--- config.mk ---
export PLATFORM = sky130hd
export DESIGN_NAME = bbt_translator
export DESIGN_NICKNAME = d
export VERILOG_FILES = /design/src/bbt_pkg.sv /design/src/bbt_translator.sv
export VERILOG_INCLUDE_DIRS = /design/src
export SDC_FILE = /design/constraint.sdc
export NUM_CORES = 1
export LEC_CHECK = 0
export BUFFER_PORTS_ARGS = -buffer_cell sky130_fd_sc_hd__buf_4
export CAP_MARGIN = 20
export CELL_PAD_IN_SITES_DETAIL_PLACEMENT = 2
export CELL_PAD_IN_SITES_GLOBAL_PLACEMENT = 2
export CORE_MARGIN = 3
export CORE_UTILIZATION = 38
export CTS_CLUSTER_DIAMETER = 30
export CTS_CLUSTER_SIZE = 20
export DETAILED_ROUTE_END_ITERATION = 16
export PLACE_DENSITY = 0.89
export SYNTH_ARGS = -nofsm -noshare
export SYNTH_HDL_FRONTEND = slang
export SYNTH_SLANG_ARGS = --single-unit
--- constraint.sdc ---
create_clock -name i_ref_clk -period 10.6 [get_ports i_ref_clk]
set_clock_uncertainty 0.1 [all_clocks]
set_input_delay 2.65 -clock i_ref_clk [delete_from_list [all_inputs] [get_ports i_ref_clk]]
set_output_delay 2.65 -clock i_ref_clk [all_outputs]
set_load 0.05 [all_outputs]
--- src/bbt_defs.svh ---
// Offsets, field layouts, reset values and codes of the address translator
`ifndef BBT_DEFS_SVH
`define BBT_DEFS_SVH

`define BBT_ADDR_W 8
`define BBT_OFS_FETCH_BASE 8'h00
`define BBT_OFS_FETCH_LIMIT 8'h04
`define BBT_OFS_LS_BASE 8'h08
`define BBT_OFS_LS_LIMIT 8'h0C
`define BBT_OFS_CACHE_POLICY 8'h10
`define BBT_OFS_IRQ_STATUS 8'h14
`define BBT_OFS_IRQ_MASK 8'h18
`define BBT_OFS_FAULT_ADDR 8'h1C

`define BBT_SEL_FETCH_BASE 0
`define BBT_SEL_FETCH_LIMIT 1
`define BBT_SEL_LS_BASE 2
`define BBT_SEL_LS_LIMIT 3
`define BBT_SEL_CACHE_POLICY 4
`define BBT_SEL_IRQ_STATUS 5
`define BBT_SEL_IRQ_MASK 6
`define BBT_SEL_FAULT_ADDR 7

`define BBT_PAGE_LSB 12
`define BBT_BASE_MSB 31
`define BBT_LIMIT_MSB 30
`define BBT_SEG_LSB 29

`define BBT_POLICY_FIELD_W 3
`define BBT_POLICY_W 24
`define BBT_POLICY_UNCACHED 3'h2
`define BBT_POLICY_RESET 24'h6D36DB

`define BBT_IRQ_W 2
`define BBT_IRQ_ADDR_ERR 0
`define BBT_IRQ_BOUND_ERR 1

`endif

--- src/bbt_pkg.sv ---
// Types shared by the address translator
package bbt_pkg;

	typedef enum logic [2:0] {
		BBT_SEG_USER0 = 3'b000,
		BBT_SEG_USER1 = 3'b001,
		BBT_SEG_USER2 = 3'b010,
		BBT_SEG_USER3 = 3'b011,
		BBT_SEG_KCACHED = 3'b100,
		BBT_SEG_KUNCACHED = 3'b101,
		BBT_SEG_KHIGH0 = 3'b110,
		BBT_SEG_KHIGH1 = 3'b111
	} bbt_seg_t;

	typedef struct packed {
		logic valid;
		logic fetch;
		logic kernel;
		logic [63:0] addr;
	} bbt_req_t;

	typedef struct packed {
		logic valid;
		logic [31:0] paddr;
		logic cached;
		logic addr_err;
		logic bound_err;
	} bbt_rsp_t;

	typedef struct packed {
		logic [31:0] fetch_base;
		logic [31:0] fetch_limit;
		logic [31:0] ls_base;
		logic [31:0] ls_limit;
		logic [23:0] cache_policy;
		logic [1:0] irq_status;
		logic [1:0] irq_mask;
		logic [31:0] fault_addr;
		logic [31:0] rdata;
		bbt_rsp_t rsp;
		logic irq;
	} bbt_state_t;

endpackage

--- src/bbt_translator.sv ---
// Base-and-bounds program-to-physical address translator with register port
//
// The address map and strobed register access were left to the implementer.
`timescale 1ns/1ps
`include "bbt_defs.svh"

module bbt_translator
	import bbt_pkg::*;
(
	input wire logic i_ref_clk,
	input wire logic i_rstn,
	input wire logic i_req_valid,
	input wire logic i_req_fetch,
	input wire logic i_req_kernel,
	input wire logic [63:0] i_req_addr,
	input wire logic [`BBT_ADDR_W-1:0] i_reg_addr,
	input wire logic [63:0] i_reg_wdata,
	input wire logic i_reg_wr,
	input wire logic i_reg_rd,
	output logic o_rsp_valid,
	output logic [31:0] o_rsp_paddr,
	output logic o_rsp_cached,
	output logic o_rsp_addr_err,
	output logic o_rsp_bound_err,
	output logic [31:0] o_reg_rdata,
	output logic o_irq
);

	logic [1:0] rst_sync_reg;
	logic rstn_int;
	bbt_req_t req;
	bbt_state_t state_reg;
	bbt_state_t state_next;

	// Segment of a 32-bit program address
	function automatic bbt_seg_t seg_of(input logic [31:0] addr);
		seg_of = bbt_seg_t'(addr[31:`BBT_SEG_LSB]);
	endfunction

	// Cacheability from the policy field picked by the segment
	function automatic logic policy_cached(input logic [23:0] policy, input bbt_seg_t seg);
		logic [2:0] code;
		code = policy[seg*`BBT_POLICY_FIELD_W +: `BBT_POLICY_FIELD_W];
		policy_cached = (code != `BBT_POLICY_UNCACHED);
	endfunction

	// Page above the limit
	function automatic logic beyond_limit(input logic [31:0] addr, input logic [31:0] limit);
		logic [19:0] page;
		logic [19:0] bound;
		page = addr[31:`BBT_PAGE_LSB];
		bound = {1'b0, limit[`BBT_LIMIT_MSB:`BBT_PAGE_LSB]};
		beyond_limit = (page > bound);
	endfunction

	// Relocate by base, offset passes unchanged
	function automatic logic [31:0] relocate(input logic [31:0] addr, input logic [31:0] base);
		logic [19:0] page;
		page = addr[31:`BBT_PAGE_LSB] + base[`BBT_BASE_MSB:`BBT_PAGE_LSB];
		relocate = {page, addr[`BBT_PAGE_LSB-1:0]};
	endfunction

	// Unmapped kernel window: top three bits cleared
	function automatic logic [31:0] unmapped(input logic [31:0] addr);
		unmapped = {3'h0, addr[`BBT_SEG_LSB-1:0]};
	endfunction

	// One-hot register select, zero when unmapped
	function automatic logic [7:0] reg_hit(input logic [`BBT_ADDR_W-1:0] addr);
		reg_hit = 8'h00;
		if (addr == `BBT_OFS_FETCH_BASE) begin
			reg_hit[`BBT_SEL_FETCH_BASE] = 1'b1;
		end else if (addr == `BBT_OFS_FETCH_LIMIT) begin
			reg_hit[`BBT_SEL_FETCH_LIMIT] = 1'b1;
		end else if (addr == `BBT_OFS_LS_BASE) begin
			reg_hit[`BBT_SEL_LS_BASE] = 1'b1;
		end else if (addr == `BBT_OFS_LS_LIMIT) begin
			reg_hit[`BBT_SEL_LS_LIMIT] = 1'b1;
		end else if (addr == `BBT_OFS_CACHE_POLICY) begin
			reg_hit[`BBT_SEL_CACHE_POLICY] = 1'b1;
		end else if (addr == `BBT_OFS_IRQ_STATUS) begin
			reg_hit[`BBT_SEL_IRQ_STATUS] = 1'b1;
		end else if (addr == `BBT_OFS_IRQ_MASK) begin
			reg_hit[`BBT_SEL_IRQ_MASK] = 1'b1;
		end else if (addr == `BBT_OFS_FAULT_ADDR) begin
			reg_hit[`BBT_SEL_FAULT_ADDR] = 1'b1;
		end
	endfunction

	// Plain register writes; status clears and fault address kept apart
	function automatic bbt_state_t write_regs(input bbt_state_t st, input logic [7:0] hit,
		input logic [31:0] wdata);
		write_regs = st;
		if (hit[`BBT_SEL_FETCH_BASE]) begin
			write_regs.fetch_base = wdata;
		end
		if (hit[`BBT_SEL_FETCH_LIMIT]) begin
			write_regs.fetch_limit = wdata;
		end
		if (hit[`BBT_SEL_LS_BASE]) begin
			write_regs.ls_base = wdata;
		end
		if (hit[`BBT_SEL_LS_LIMIT]) begin
			write_regs.ls_limit = wdata;
		end
		if (hit[`BBT_SEL_CACHE_POLICY]) begin
			write_regs.cache_policy = wdata[`BBT_POLICY_W-1:0];
		end
		if (hit[`BBT_SEL_IRQ_MASK]) begin
			write_regs.irq_mask = wdata[`BBT_IRQ_W-1:0];
		end
	endfunction

	// Read word of the selected register, unused bits zero
	function automatic logic [31:0] read_word(input bbt_state_t st, input logic [7:0] hit);
		read_word = 32'h0;
		if (hit[`BBT_SEL_FETCH_BASE]) begin
			read_word = st.fetch_base;
		end else if (hit[`BBT_SEL_FETCH_LIMIT]) begin
			read_word = st.fetch_limit;
		end else if (hit[`BBT_SEL_LS_BASE]) begin
			read_word = st.ls_base;
		end else if (hit[`BBT_SEL_LS_LIMIT]) begin
			read_word = st.ls_limit;
		end else if (hit[`BBT_SEL_CACHE_POLICY]) begin
			read_word = {8'h00, st.cache_policy};
		end else if (hit[`BBT_SEL_IRQ_STATUS]) begin
			read_word = {30'h0, st.irq_status};
		end else if (hit[`BBT_SEL_IRQ_MASK]) begin
			read_word = {30'h0, st.irq_mask};
		end else if (hit[`BBT_SEL_FAULT_ADDR]) begin
			read_word = st.fault_addr;
		end
	endfunction

	// Sticky status: a new event wins over a clear in the same cycle
	function automatic logic [1:0] status_update(input logic [1:0] status,
		input logic [1:0] clr, input logic [1:0] events);
		status_update = (status & ~clr) | events;
	endfunction

	// One request: segment, privilege, limit check and relocation
	function automatic bbt_rsp_t translate(input bbt_req_t rq, input bbt_state_t st);
		logic [31:0] vaddr;
		logic [31:0] base;
		logic [31:0] limit;
		bbt_seg_t seg;
		bbt_rsp_t rsp;
		vaddr = rq.addr[31:0];
		seg = seg_of(vaddr);
		rsp = '0;
		rsp.valid = rq.valid;
		if (rq.fetch) begin
			base = st.fetch_base;
			limit = st.fetch_limit;
		end else begin
			base = st.ls_base;
			limit = st.ls_limit;
		end
		if (rq.valid && vaddr[31] && !rq.kernel) begin
			rsp.addr_err = 1'b1;
		end else if (rq.valid) begin
			case (seg)
				BBT_SEG_USER0, BBT_SEG_USER1, BBT_SEG_USER2, BBT_SEG_USER3: begin
					// Same relocation from both levels
					if (beyond_limit(vaddr, limit)) begin
						rsp.bound_err = 1'b1;
					end else begin
						rsp.paddr = relocate(vaddr, base);
						rsp.cached = policy_cached(st.cache_policy, seg);
					end
				end
				BBT_SEG_KCACHED: begin
					rsp.paddr = unmapped(vaddr);
					rsp.cached = policy_cached(st.cache_policy, seg);
				end
				BBT_SEG_KUNCACHED: begin
					rsp.paddr = unmapped(vaddr);
					rsp.cached = policy_cached(st.cache_policy, seg);
				end
				default: begin
					// Kernel high window, both halves
					rsp.paddr = unmapped(vaddr);
					rsp.cached = policy_cached(st.cache_policy, seg);
				end
			endcase
		end
		translate = rsp;
	endfunction

	// Reset released through two flip-flops
	always_ff @(posedge i_ref_clk or negedge i_rstn) begin
		if (!i_rstn) begin
			rst_sync_reg <= 2'h0;
		end else begin
			rst_sync_reg <= {rst_sync_reg[0], 1'b1};
		end
	end
	assign rstn_int = rst_sync_reg[1];

	assign req.valid = i_req_valid;
	assign req.fetch = i_req_fetch;
	assign req.kernel = i_req_kernel;
	assign req.addr = i_req_addr;

	always_comb begin
		logic [31:0] wdata;
		logic [7:0] wr_hit;
		logic [7:0] rd_hit;
		logic [1:0] events;
		logic [1:0] clr;
		wdata = i_reg_wdata[31:0];
		wr_hit = 8'h00;
		rd_hit = 8'h00;
		events = 2'h0;
		clr = 2'h0;
		if (i_reg_wr) begin
			wr_hit = reg_hit(i_reg_addr);
		end
		if (i_reg_rd) begin
			rd_hit = reg_hit(i_reg_addr);
		end

		// Requests see the registers as they stood before this edge
		state_next = write_regs(state_reg, wr_hit, wdata);
		state_next.rsp = translate(req, state_reg);
		events[`BBT_IRQ_ADDR_ERR] = state_next.rsp.addr_err;
		events[`BBT_IRQ_BOUND_ERR] = state_next.rsp.bound_err;
		if (|events) begin
			state_next.fault_addr = req.addr[31:0];
		end

		// Sticky status, write one to clear
		if (wr_hit[`BBT_SEL_IRQ_STATUS]) begin
			clr = wdata[`BBT_IRQ_W-1:0];
		end
		state_next.irq_status = status_update(state_reg.irq_status, clr, events);
		state_next.irq = |(state_next.irq_status & state_next.irq_mask);

		// Read data stands in the following cycle only
		state_next.rdata = read_word(state_reg, rd_hit);
	end

	always_ff @(posedge i_ref_clk or negedge rstn_int) begin
		if (!rstn_int) begin
			state_reg <= '0;
			state_reg.cache_policy <= `BBT_POLICY_RESET;
		end else begin
			state_reg <= state_next;
		end
	end

	assign o_rsp_valid = state_reg.rsp.valid;
	assign o_rsp_paddr = state_reg.rsp.paddr;
	assign o_rsp_cached = state_reg.rsp.cached;
	assign o_rsp_addr_err = state_reg.rsp.addr_err;
	assign o_rsp_bound_err = state_reg.rsp.bound_err;
	assign o_reg_rdata = state_reg.rdata;
	assign o_irq = state_reg.irq;

endmodule

# After elaboration in Yosys (flattened, before gate mapping)
# Cells that the tools add are included.
# totals
in_bits,143
reg_bits,259
word_cells,81
output_inout_bits,69
# op_classes
n_eq_ne,11
shift,1
add_sub_neg,1
order_cmp,1
multipliers,1
reduce_logical,8
muxes,38
bitwise_logic,4
# ops
operator,count
two-way mux 32 bit,9
two-way mux 33 bit,4
== test 8 x 5 -> 1 bit (second input constant),4
two-way mux 31 bit,1
variable part select 24 x 6 -> 3 bit,1
adder 20 bit,1
> comparator 20 x 19 -> 1 bit,1
== test 8 x 4 -> 1 bit (second input constant),2
two-way mux 1 bit,14
two-way mux 7 bit,2
== test 8 x 3 -> 1 bit (second input constant),1
zero test 8 bit,1
two-way mux 8 bit,1
== test 3 x 2 -> 1 bit (second input constant),2
two-way mux 2 bit,3
two-way mux 6 bit,1
multiplier 3 x 2 -> 5 bit (second input constant),1
two-way mux 5 bit,1
bitwise AND 2 bit,2
two-way mux 4 bit,1
OR reduction 2 bit,2
OR reduction 4 bit,1
== test 3 x 1 -> 1 bit (second input constant),1
zero test 3 bit,1
other kinds (6),7

# Logic depth before layout (Yosys ltp)
# Gate-level depths: netlist of the first run.
# logic_depth
ltp_word,18
ltp_mapped,13
mapped_depth_nobuf,11

# Worst setup path before layout of the first run
# OpenSTA, ideal clock, no wires.
# synth_timing
kind,in2reg
startpoint,input i_req_fetch
endpoint,register state_reg[80] in the netlist's numbering
cell_stages,12
path_slack_ns,4.474
required_ns,10.375
t_arrival_ns,5.901
setup_time_ns,0.125
n_path_buf,3
cell_sequence,buf_1 clkbuf_1 mux2i_1 ha_1 nand3_1 or3_1 or4_1 and3b_4 o21ba_4 nor2_8 buf_8 mux2_2
# synth_rtl
element,line,rtl
start: declaration,bbt_translator.sv:13,"input wire logic i_req_fetch,"
end signal: assignment,bbt_translator.sv:249,state_reg <= state_next;
end: declaration,bbt_translator.sv:32,bbt_state_t state_reg;

==> results of run 1 <==
layout make-up:
type                            count  area, µm²
Antenna cell                        2      5.005
Fill cell                        3093      16330
Tap cell                          435      544.3
Clock buffer                       75       1637
Timing Repair Buffer              165       1262
Sequential cell                   259       6504
Multi-Input combinational cell    614       5308
Clock inverter                     35      421.7
Inverter                            9      33.78
cell usage after synthesis, types with 14 or more instances:
cell type | instances | area, µm²
a21oi_1 | 14 | 70.07
a22oi_1 | 87 | 653.1
and3_1 | 17 | 106.4
buf_4 | 65 | 488.0
clkbuf_1 | 40 | 150.1
dfrtp_1 | 244 | 6106
dfstp_2 | 15 | 394.1
ha_1 | 38 | 475.5
mux2_2 | 199 | 2241
mux2i_1 | 23 | 230.2
nand2_1 | 28 | 105.1
nand3_1 | 36 | 180.2
nor2_1 | 36 | 135.1
o21ai_0 | 14 | 70.07
worst paths after layout:
kind	startpoint	to	slack (ns)	depth (start not counted)
setup / recovery	i_req_fetch	state_reg[80]$_DFFE_PN0P_	4.31	10
hold / removal	rst_sync_reg[1]$_DFF_PN0_	o_rsp_paddr[0]$_DFF_PN0_	0.21	0
setup reg to reg	state_reg[156]$_DFFE_PN0P_	state_reg[80]$_DFFE_PN0P_	6.71	9
hold reg to reg	rst_sync_reg[1]$_DFF_PN0_	o_rsp_paddr[0]$_DFF_PN0_	0.21	0
max in group asynchronous	rst_sync_reg[1]$_DFF_PN0_	o_reg_rdata[21]$_DFF_PN0_	7.98	2
min in group i_ref_clk	rst_sync_reg[0]$_DFF_PN0_	rst_sync_reg[1]$_DFF_PN0_	0.27	0
worst max-delay path, stage by stage:
cell and delay (ns):
buf_4 0.59, mux2i_1 0.27, ha_1 0.42, nand4_1 0.12, or3_1 0.40, or4_1 0.58
o31a_1 0.20, o21ba_4 0.30, nor2_8 0.58, mux2_2 0.46
through the flow:
step,area [µm²],utilization,hold WS (ns)
global route,15710,0.4904,0.2766
detailed placement,13610,0.4248,0.2462
finish,15720,0.4904,0.2140
floorplan,12510,-,0.2312
CTS,15670,0.4891,0.2486
global placement,13610,0.4248,0.2323
metal layers:
layer | GRT usage | share of wire
met1 | 0.3584 | 0.40
met2 | 0.4979 | 0.49
met3 | 0.06540 | 0.059
met4 | 0.1232 | 0.042
met5 | 0 | 0.00091
kinds of logic (layout without fill, tap and decap cells):
family | after synthesis | in the layout | synth area share
xor+xnor | 11 | 11 | 0.007699
compound gates | 175 | 175 | 0.1047
other cells | 1 | 3 | 0.0002997
buf+inv | 120 | 284 | 0.05879
mux | 227 | 227 | 0.2020
fa+ha+maj | 39 | 39 | 0.03960
flops | 259 | 259 | 0.5194
simple gates | 161 | 161 | 0.06749
power groups by stage:
stage / clock network (µW) / logic (µW) / registers (µW)
final: 1910 / 277 / 1100
after global routing: 1980 / 291 / 1110
after CTS: 1920 / 272 / 1100
after detailed placement: 0 / 251 / 1110
after global placement: 0 / 233 / 1100
after floorplan: 0 / 148 / 1100
==> results.json, run 1 <==
{
  "setup_viol": 0,
  "seqPwrFrac": 0.335,
  "grtUsageTotal": 0.2923,
  "vias": 9718,
  "largest_reg_flops": 188,
  "clk_pin_slew_ns": 0.05,
  "synth-seq-cells": 259,
  "clkPwrFrac": 0.580,
  "drv_slew": 0,
  "combinationalPowerShare": 0.084,
  "root_buffer": "clkbuf_16",
  "drt_first_iter_violations": 862,
  "synthCells": 993,
  "crit_path_end_kind": "register",
  "p_sw_uw": 865.6,
  "grt_pass1_wl_um": 78160,
  "grt_pass1_vias": 11230,
  "port_buffers": 147,
  "arrival_ns": 6.63,
  "cts-htree-levels": 2,
  "postRouteWirelength_um": 52660,
  "drt-wirelength-per-cell_um": 33.04,
  "cts_setup_buffers": 0,
  "timing.fmax_ghz": 0.1590,
  "max_cap_viol_count": 0,
  "netlist_area_um2": 12510,
  "nNetsFinal": 1289,
  "min_period_ns": 6.289,
  "critPathKind": "input pin to register",
  "grt_antenna_before_repair": 6,
  "grt_start_max_net_pins": 82,
  "postRouteAntennaNets": 0,
  "synth.distinct_cells": 64,
  "floorplan.initialDensity": 0.3905,
  "rows": 65,
  "ios": 212,
  "cts.sinks": 259,
  "final_cells": 1594,
  "crit_path_start_kind": "input pin",
  "dp_hpwl_um": 27790,
  "finalHoldViolCount": 0,
  "syn_to_final_growth_pct": 25.59,
  "numCtsBuffers": 58,
  "p_leak_uw": 0.007555,
  "vias_per_cell": 6.097,
  "die_h_um": 187.5,
  "postSynthAreaPerCell_um2": 12.60,
  "vdd.ir_drop.worst_mv": 0.1552,
  "synth_ff_type": "dfrtp_1",
  "finalCritPeriodShare": 0.5933,
  "syn-num-nets": 1175,
  "ys_seq_area_frac": 0.5194,
  "dp_cells": 1480,
  "route.detailed.drc": 0,
  "swShare": 0.2633,
  "drive_gt1_frac": 0.4330,
  "cts_tree": "yes",
  "firstDrtPassIters": 6,
  "layout_common_cells": "dfrtp_1, mux2_2, buf_4, a22oi_1, clkbuf_16",
  "slew-limit-headroom": 0.3876,
  "core_area_um2": 32040,
  "dp_slack_ns": 3.951,
  "async_flop_share": 1.000,
  "post_cts_resized": 0,
  "postCtsHoldBufs": 0,
  "place_congestion": 0.8074,
  "status": "finished clean",
  "layout_setup_ws_ns": 4.311,
  "worstPathRequired_ns": 10.94,
  "tns_ns": 0,
  "clock_path_buffers": 3,
  "overflow": 0,
  "synth-edff-count": 0,
  "final_common_cell": "dfrtp_1",
  "fp.dieW_um": 187.5,
  "clock_latency_ns": 0.59,
  "ys_warn_count": 0,
  "p_int_uw": 2422,
  "worstMarginPinSlew_ns": 0.9186,
  "total_power_uw": 3287,
  "dieArea_um2": 35140,
  "power_density_nw_per_um2": 209.2,
  "rsz0062_at_grt": "false",
  "cp_max_fo": 39,
  "hp-class": "register to asynchronous set/reset pin"
}
(Power assumes the default switching activity.)
==> inputs of run 2 (changes only) <==
clock period = 5.8 ns   (was 10.6 ns; I/O delays follow)
==> results.json, run 2 (synthesis results as in run 1) <==
{
  "grt_pass1_vias": 11130,
  "overflow": 0,
  "cts-htree-levels": 2,
  "grt_antenna_before_repair": 2,
  "rsz0062_at_grt": "false",
  "worstMarginPinSlew_ns": 0.9925,
  "final_common_cell": "dfrtp_1",
  "fp.dieW_um": 187.5,
  "grtUsageTotal": 0.2868,
  "timing.fmax_ghz": 0.2107,
  "postCtsHoldBufs": 0,
  "dp_hpwl_um": 27990,
  "port_buffers": 147,
  "tns_ns": 0,
  "min_period_ns": 4.746,
  "drv_slew": 0,
  "arrival_ns": 5.10,
  "nNetsFinal": 1292,
  "vias_per_cell": 5.980,
  "drt_first_iter_violations": 810,
  "grt_pass1_wl_um": 76970,
  "root_buffer": "clkbuf_16",
  "setup_viol": 0,
  "cts_tree": "yes",
  "core_area_um2": 32040,
  "post_cts_resized": 0,
  "cts.sinks": 259,
  "max_cap_viol_count": 0,
  "rows": 65,
  "p_leak_uw": 0.007580,
  "layout_setup_ws_ns": 1.054,
  "worstPathRequired_ns": 6.16,
  "place_congestion": 0.8207,
  "crit_path_start_kind": "input pin",
  "drt-wirelength-per-cell_um": 32.00,
  "power_density_nw_per_um2": 380.6,
  "vias": 9544,
  "route.detailed.drc": 0,
  "fillers": 3087,
  "die_h_um": 187.5,
  "finalHoldViolCount": 0,
  "finalCritPeriodShare": 0.8183,
  "largest_reg_flops": 188,
  "clock_path_buffers": 3,
  "status": "finished clean",
  "postRouteWirelength_um": 51080,
  "clock_latency_ns": 0.58,
  "whs_ns": 0.1663,
  "grt_start_max_net_pins": 159,
  "syn_to_final_growth_pct": 26.21,
  "drive_gt1_frac": 0.4353,
  "layout_common_cells": "dfrtp_1, mux2_2, buf_4, a22oi_1, clkbuf_16",
  "dp_slack_ns": 0.8021,
  "slew-limit-headroom": 0.3368,
  "postRouteAntennaNets": 0,
  "clk_pin_slew_ns": 0.05,
  "crit_path_end_kind": "register",
  "hp-class": "register to asynchronous set/reset pin",
  "critPathKind": "input pin to register",
  "cp_max_fo": 26,
  "ios": 212,
  "floorplan.initialDensity": 0.3905,
  "vdd.ir_drop.worst_mv": 0.2198,
  "dieArea_um2": 35140,
  "firstDrtPassIters": 6,
  "numCtsBuffers": 59,
  "cts_setup_buffers": 0
}
run 2: cell type report:
type / count / area (µm²) / share of cell area
Antenna cell: 1 / 2.502 / 0.0001585
Clock buffer: 76 / 1672 / 0.1058
Clock inverter: 35 / 420.4 / 0.02662
Inverter: 9 / 33.78 / 0.002139
Multi-Input combinational cell: 614 / 5318 / 0.3367
Sequential cell: 259 / 6504 / 0.4118
Tap cell: 435 / 544.3 / 0.03446
Timing Repair Buffer: 167 / 1299 / 0.08224
run 2: final timing paths:
kind,from,end,slack [ns],cells after the start
max,i_req_fetch,o_rsp_paddr[30]$_DFF_PN0_,1.05,11
min,rst_sync_reg[1]$_DFF_PN0_,o_reg_rdata[10]$_DFF_PN0_,0.17,0
max reg2reg,state_reg[218]$_DFFE_PN0P_,state_reg[97]$_DFFE_PN0P_,1.97,10
min reg2reg,rst_sync_reg[1]$_DFF_PN0_,o_reg_rdata[10]$_DFF_PN0_,0.17,0
max in group asynchronous,rst_sync_reg[1]$_DFF_PN0_,o_reg_rdata[23]$_DFF_PN0_,4.09,1
min in group i_ref_clk,rst_sync_reg[0]$_DFF_PN0_,rst_sync_reg[1]$_DFF_PN0_,0.24,0
run 2: per-layer routing:
metal,up-vias,part of all wire,GRT usage
met3,108,0.050,0.05004
met1,5139,0.41,0.3562
met5,-,0,0
li1,3882,-,-
met4,0,0.033,0.1053
met2,415,0.51,0.5017
run 2: where the power goes:
part / leakage (µW) / switching, µW / internal [µW] / total [µW]
clock network: 0.00101 / 1160 / 2340 / 3500
logic: 0.00314 / 300 / 201 / 501
registers: 0.00343 / 94.0 / 1920 / 2010
total: 0.00758 / 1550 / 4460 / 6010
run 2: through the flow:
step           std cells  instance area (µm²)  utilization  total power [µW]
6_report            1596                15790       0.4929              6011
5_1_grt             1596                15790       0.4929              6177
4_1_cts             1594                15780       0.4923              6036
3_5_place_dp        1483                13680       0.4270              2481
3_3_place_gp        1483                13680       0.4270              2436
2_1_floorplan        993                12510            -              2288
run 2: worst max-delay path: stages:
cell	delay (ns)
buf_4	0.27
buf_12	0.28
mux2_2	0.41
ha_1	0.37
and3_1	0.22
a211oi_1	0.42
nand3_1	0.25
a221oi_1	0.53
o21ai_0	0.31
o22ai_1	0.27
mux2i_1	0.30
==> inputs of run 3 (changes only) <==
clock period = 4.4 ns   (was 5.8 ns; I/O delays follow)
==> results.json, run 3 (synthesis results as in run 1) <==
{
  "postRouteWirelength_um": 51710,
  "dp_slack_ns": -0.1029,
  "layout_common_cells": "dfrtp_1, mux2_2, buf_4, a22oi_1, clkbuf_16",
  "diodes": 0,
  "final_common_cell": "dfrtp_1",
  "fin_util": 0.4933,
  "largest_reg_flops": 188,
  "crit_path_start_kind": "input pin",
  "cts_setup_buffers": 0,
  "dp_hpwl_um": 28880,
  "p_leak_uw": 0.007603,
  "clock_path_buffers": 3,
  "max_cap_viol_count": 0,
  "placed_cell_area_um2": 13810,
  "register_area_um2": 6504,
  "combinationalPowerShare": 0.085,
  "cts-htree-levels": 2,
  "layout_setup_ws_ns": 0.1415,
  "grtUsageTotal": 0.2935,
  "cp_max_fo": 14,
  "rows": 65,
  "floorplan.initialDensity": 0.3905,
  "core_area_um2": 32040,
  "postRouteAntennaNets": 0,
  "arrival_ns": 4.63,
  "status": "finished clean",
  "clk_pin_slew_ns": 0.04,
  "ios": 212,
  "clkPwrFrac": 0.573,
  "seqPwrFrac": 0.341,
  "syn_to_final_growth_pct": 26.33,
  "vdd.ir_drop.worst_mv": 0.2841,
  "critPathKind": "input pin to register",
  "overflow": 0,
  "nNetsFinal": 1304,
  "p_int_uw": 5768,
  "drt-wirelength-per-cell_um": 32.22,
  "min_period_ns": 4.259,
  "worstMarginPinSlew_ns": 0.9820,
  "postCtsHoldBufs": 0,
  "vias": 9643,
  "tns_ns": 0,
  "port_buffers": 147,
  "crit_path_end_kind": "register",
  "rsz0062_at_grt": "false",
  "clock_latency_ns": 0.58,
  "final_cell_area_um2": 15810,
  "vias_per_cell": 6.008,
  "fp.dieW_um": 187.5,
  "cts_tree": "yes",
  "whs_ns": 0.2061,
  "root_buffer": "clkbuf_16",
  "firstDrtPassIters": 7,
  "grt_start_max_net_pins": 104,
  "swShare": 0.2593,
  "grt_pass1_wl_um": 78660,
  "finalHoldViolCount": 0,
  "route.detailed.drc": 0,
  "dieArea_um2": 35140,
  "multi_input_area_um2": 5313,
  "grt_antenna_before_repair": 0,
  "drive_gt1_frac": 0.4350,
  "drv_slew": 0,
  "place_congestion": 0.8172,
  "timing.fmax_ghz": 0.2348,
  "cts.sinks": 259,
  "post_cts_resized": 0,
  "fillers": 3080,
  "worstPathRequired_ns": 4.77,
  "finalCritPeriodShare": 0.9678,
  "die_h_um": 187.5,
  "hp-class": "input pin to asynchronous set/reset pin",
  "slew-limit-headroom": 0.3446,
  "setup_viol": 0,
  "grt_pass1_vias": 11270,
  "power_density_nw_per_um2": 492.6,
  "drt_first_iter_violations": 865,
  "numCtsBuffers": 60,
  "p_sw_uw": 2019
}
run 3: cell types whose count changed in the layout (fill, tap and decap cells not counted), sizes merged:
cell	before	now
buf	167	178
bufinv	7	5
clkinvlp	9	7
clkinv	18	13
clkbuf	76	81
diode	1	0
inv	10	13
run 3: per-layer routing:
layer	global-route usage	wire length (µm)
met1	0.3556	20550
met2	0.5186	26250
met3	0.04873	2621
met4	0.1224	2291
met5	0	0
run 3: power by group through the flow:
stage	Combinational (µW)	Clock (µW)	Sequential, µW
after CTS	662	4500	2650
after floorplan	356	0	2660
after detailed placement	619	0	2670
final	665	4460	2660
after global placement	572	0	2650
after global routing	708	4630	2670
run 3: worst paths after layout:
check,start,slack (ns),end,cells past startpoint
worst max-delay path,i_req_fetch,0.14,o_rsp_paddr[30]$_DFF_PN0_,10
worst min-delay path,i_rstn,0.21,rst_sync_reg[1]$_DFF_PN0_,1
worst max register to register,state_reg[223]$_DFFE_PN0P_,0.79,state_reg[90]$_DFFE_PN0P_,10
worst min register to register,rst_sync_reg[0]$_DFF_PN0_,0.26,rst_sync_reg[1]$_DFF_PN0_,0
max in group asynchronous,rst_sync_reg[1]$_DFF_PN0_,2.66,o_rsp_paddr[17]$_DFF_PN0_,1
min in group i_ref_clk,rst_sync_reg[0]$_DFF_PN0_,0.26,rst_sync_reg[1]$_DFF_PN0_,0
run 3: critical path, cell delays in order:
cell and delay (ns):
buf_4 0.27, buf_4 0.27, mux2_2 0.36, ha_1 0.37
a2111oi_0 0.67, nand3_1 0.26, a221oi_1 0.42, o21ai_0 0.32
o22ai_1 0.26, mux2i_1 0.31
run 3: cell type report:
cell class              instances  share of cell area
repair buffers                178             0.08928
inverters                       9            0.002137
well taps                     435             0.03443
clock inverters                29             0.01963
multi-input cells             614              0.3361
clock buffers                  81              0.1070
flip-flops and latches        259              0.4114
run 3: stage by stage:
stage	total power, µW	instances
6_report	7787	1605
2_1_floorplan	3015	993
5_1_grt	8003	1605
3_5_place_dp	3289	1495
4_1_cts	7816	1605
3_3_place_gp	3221	1495
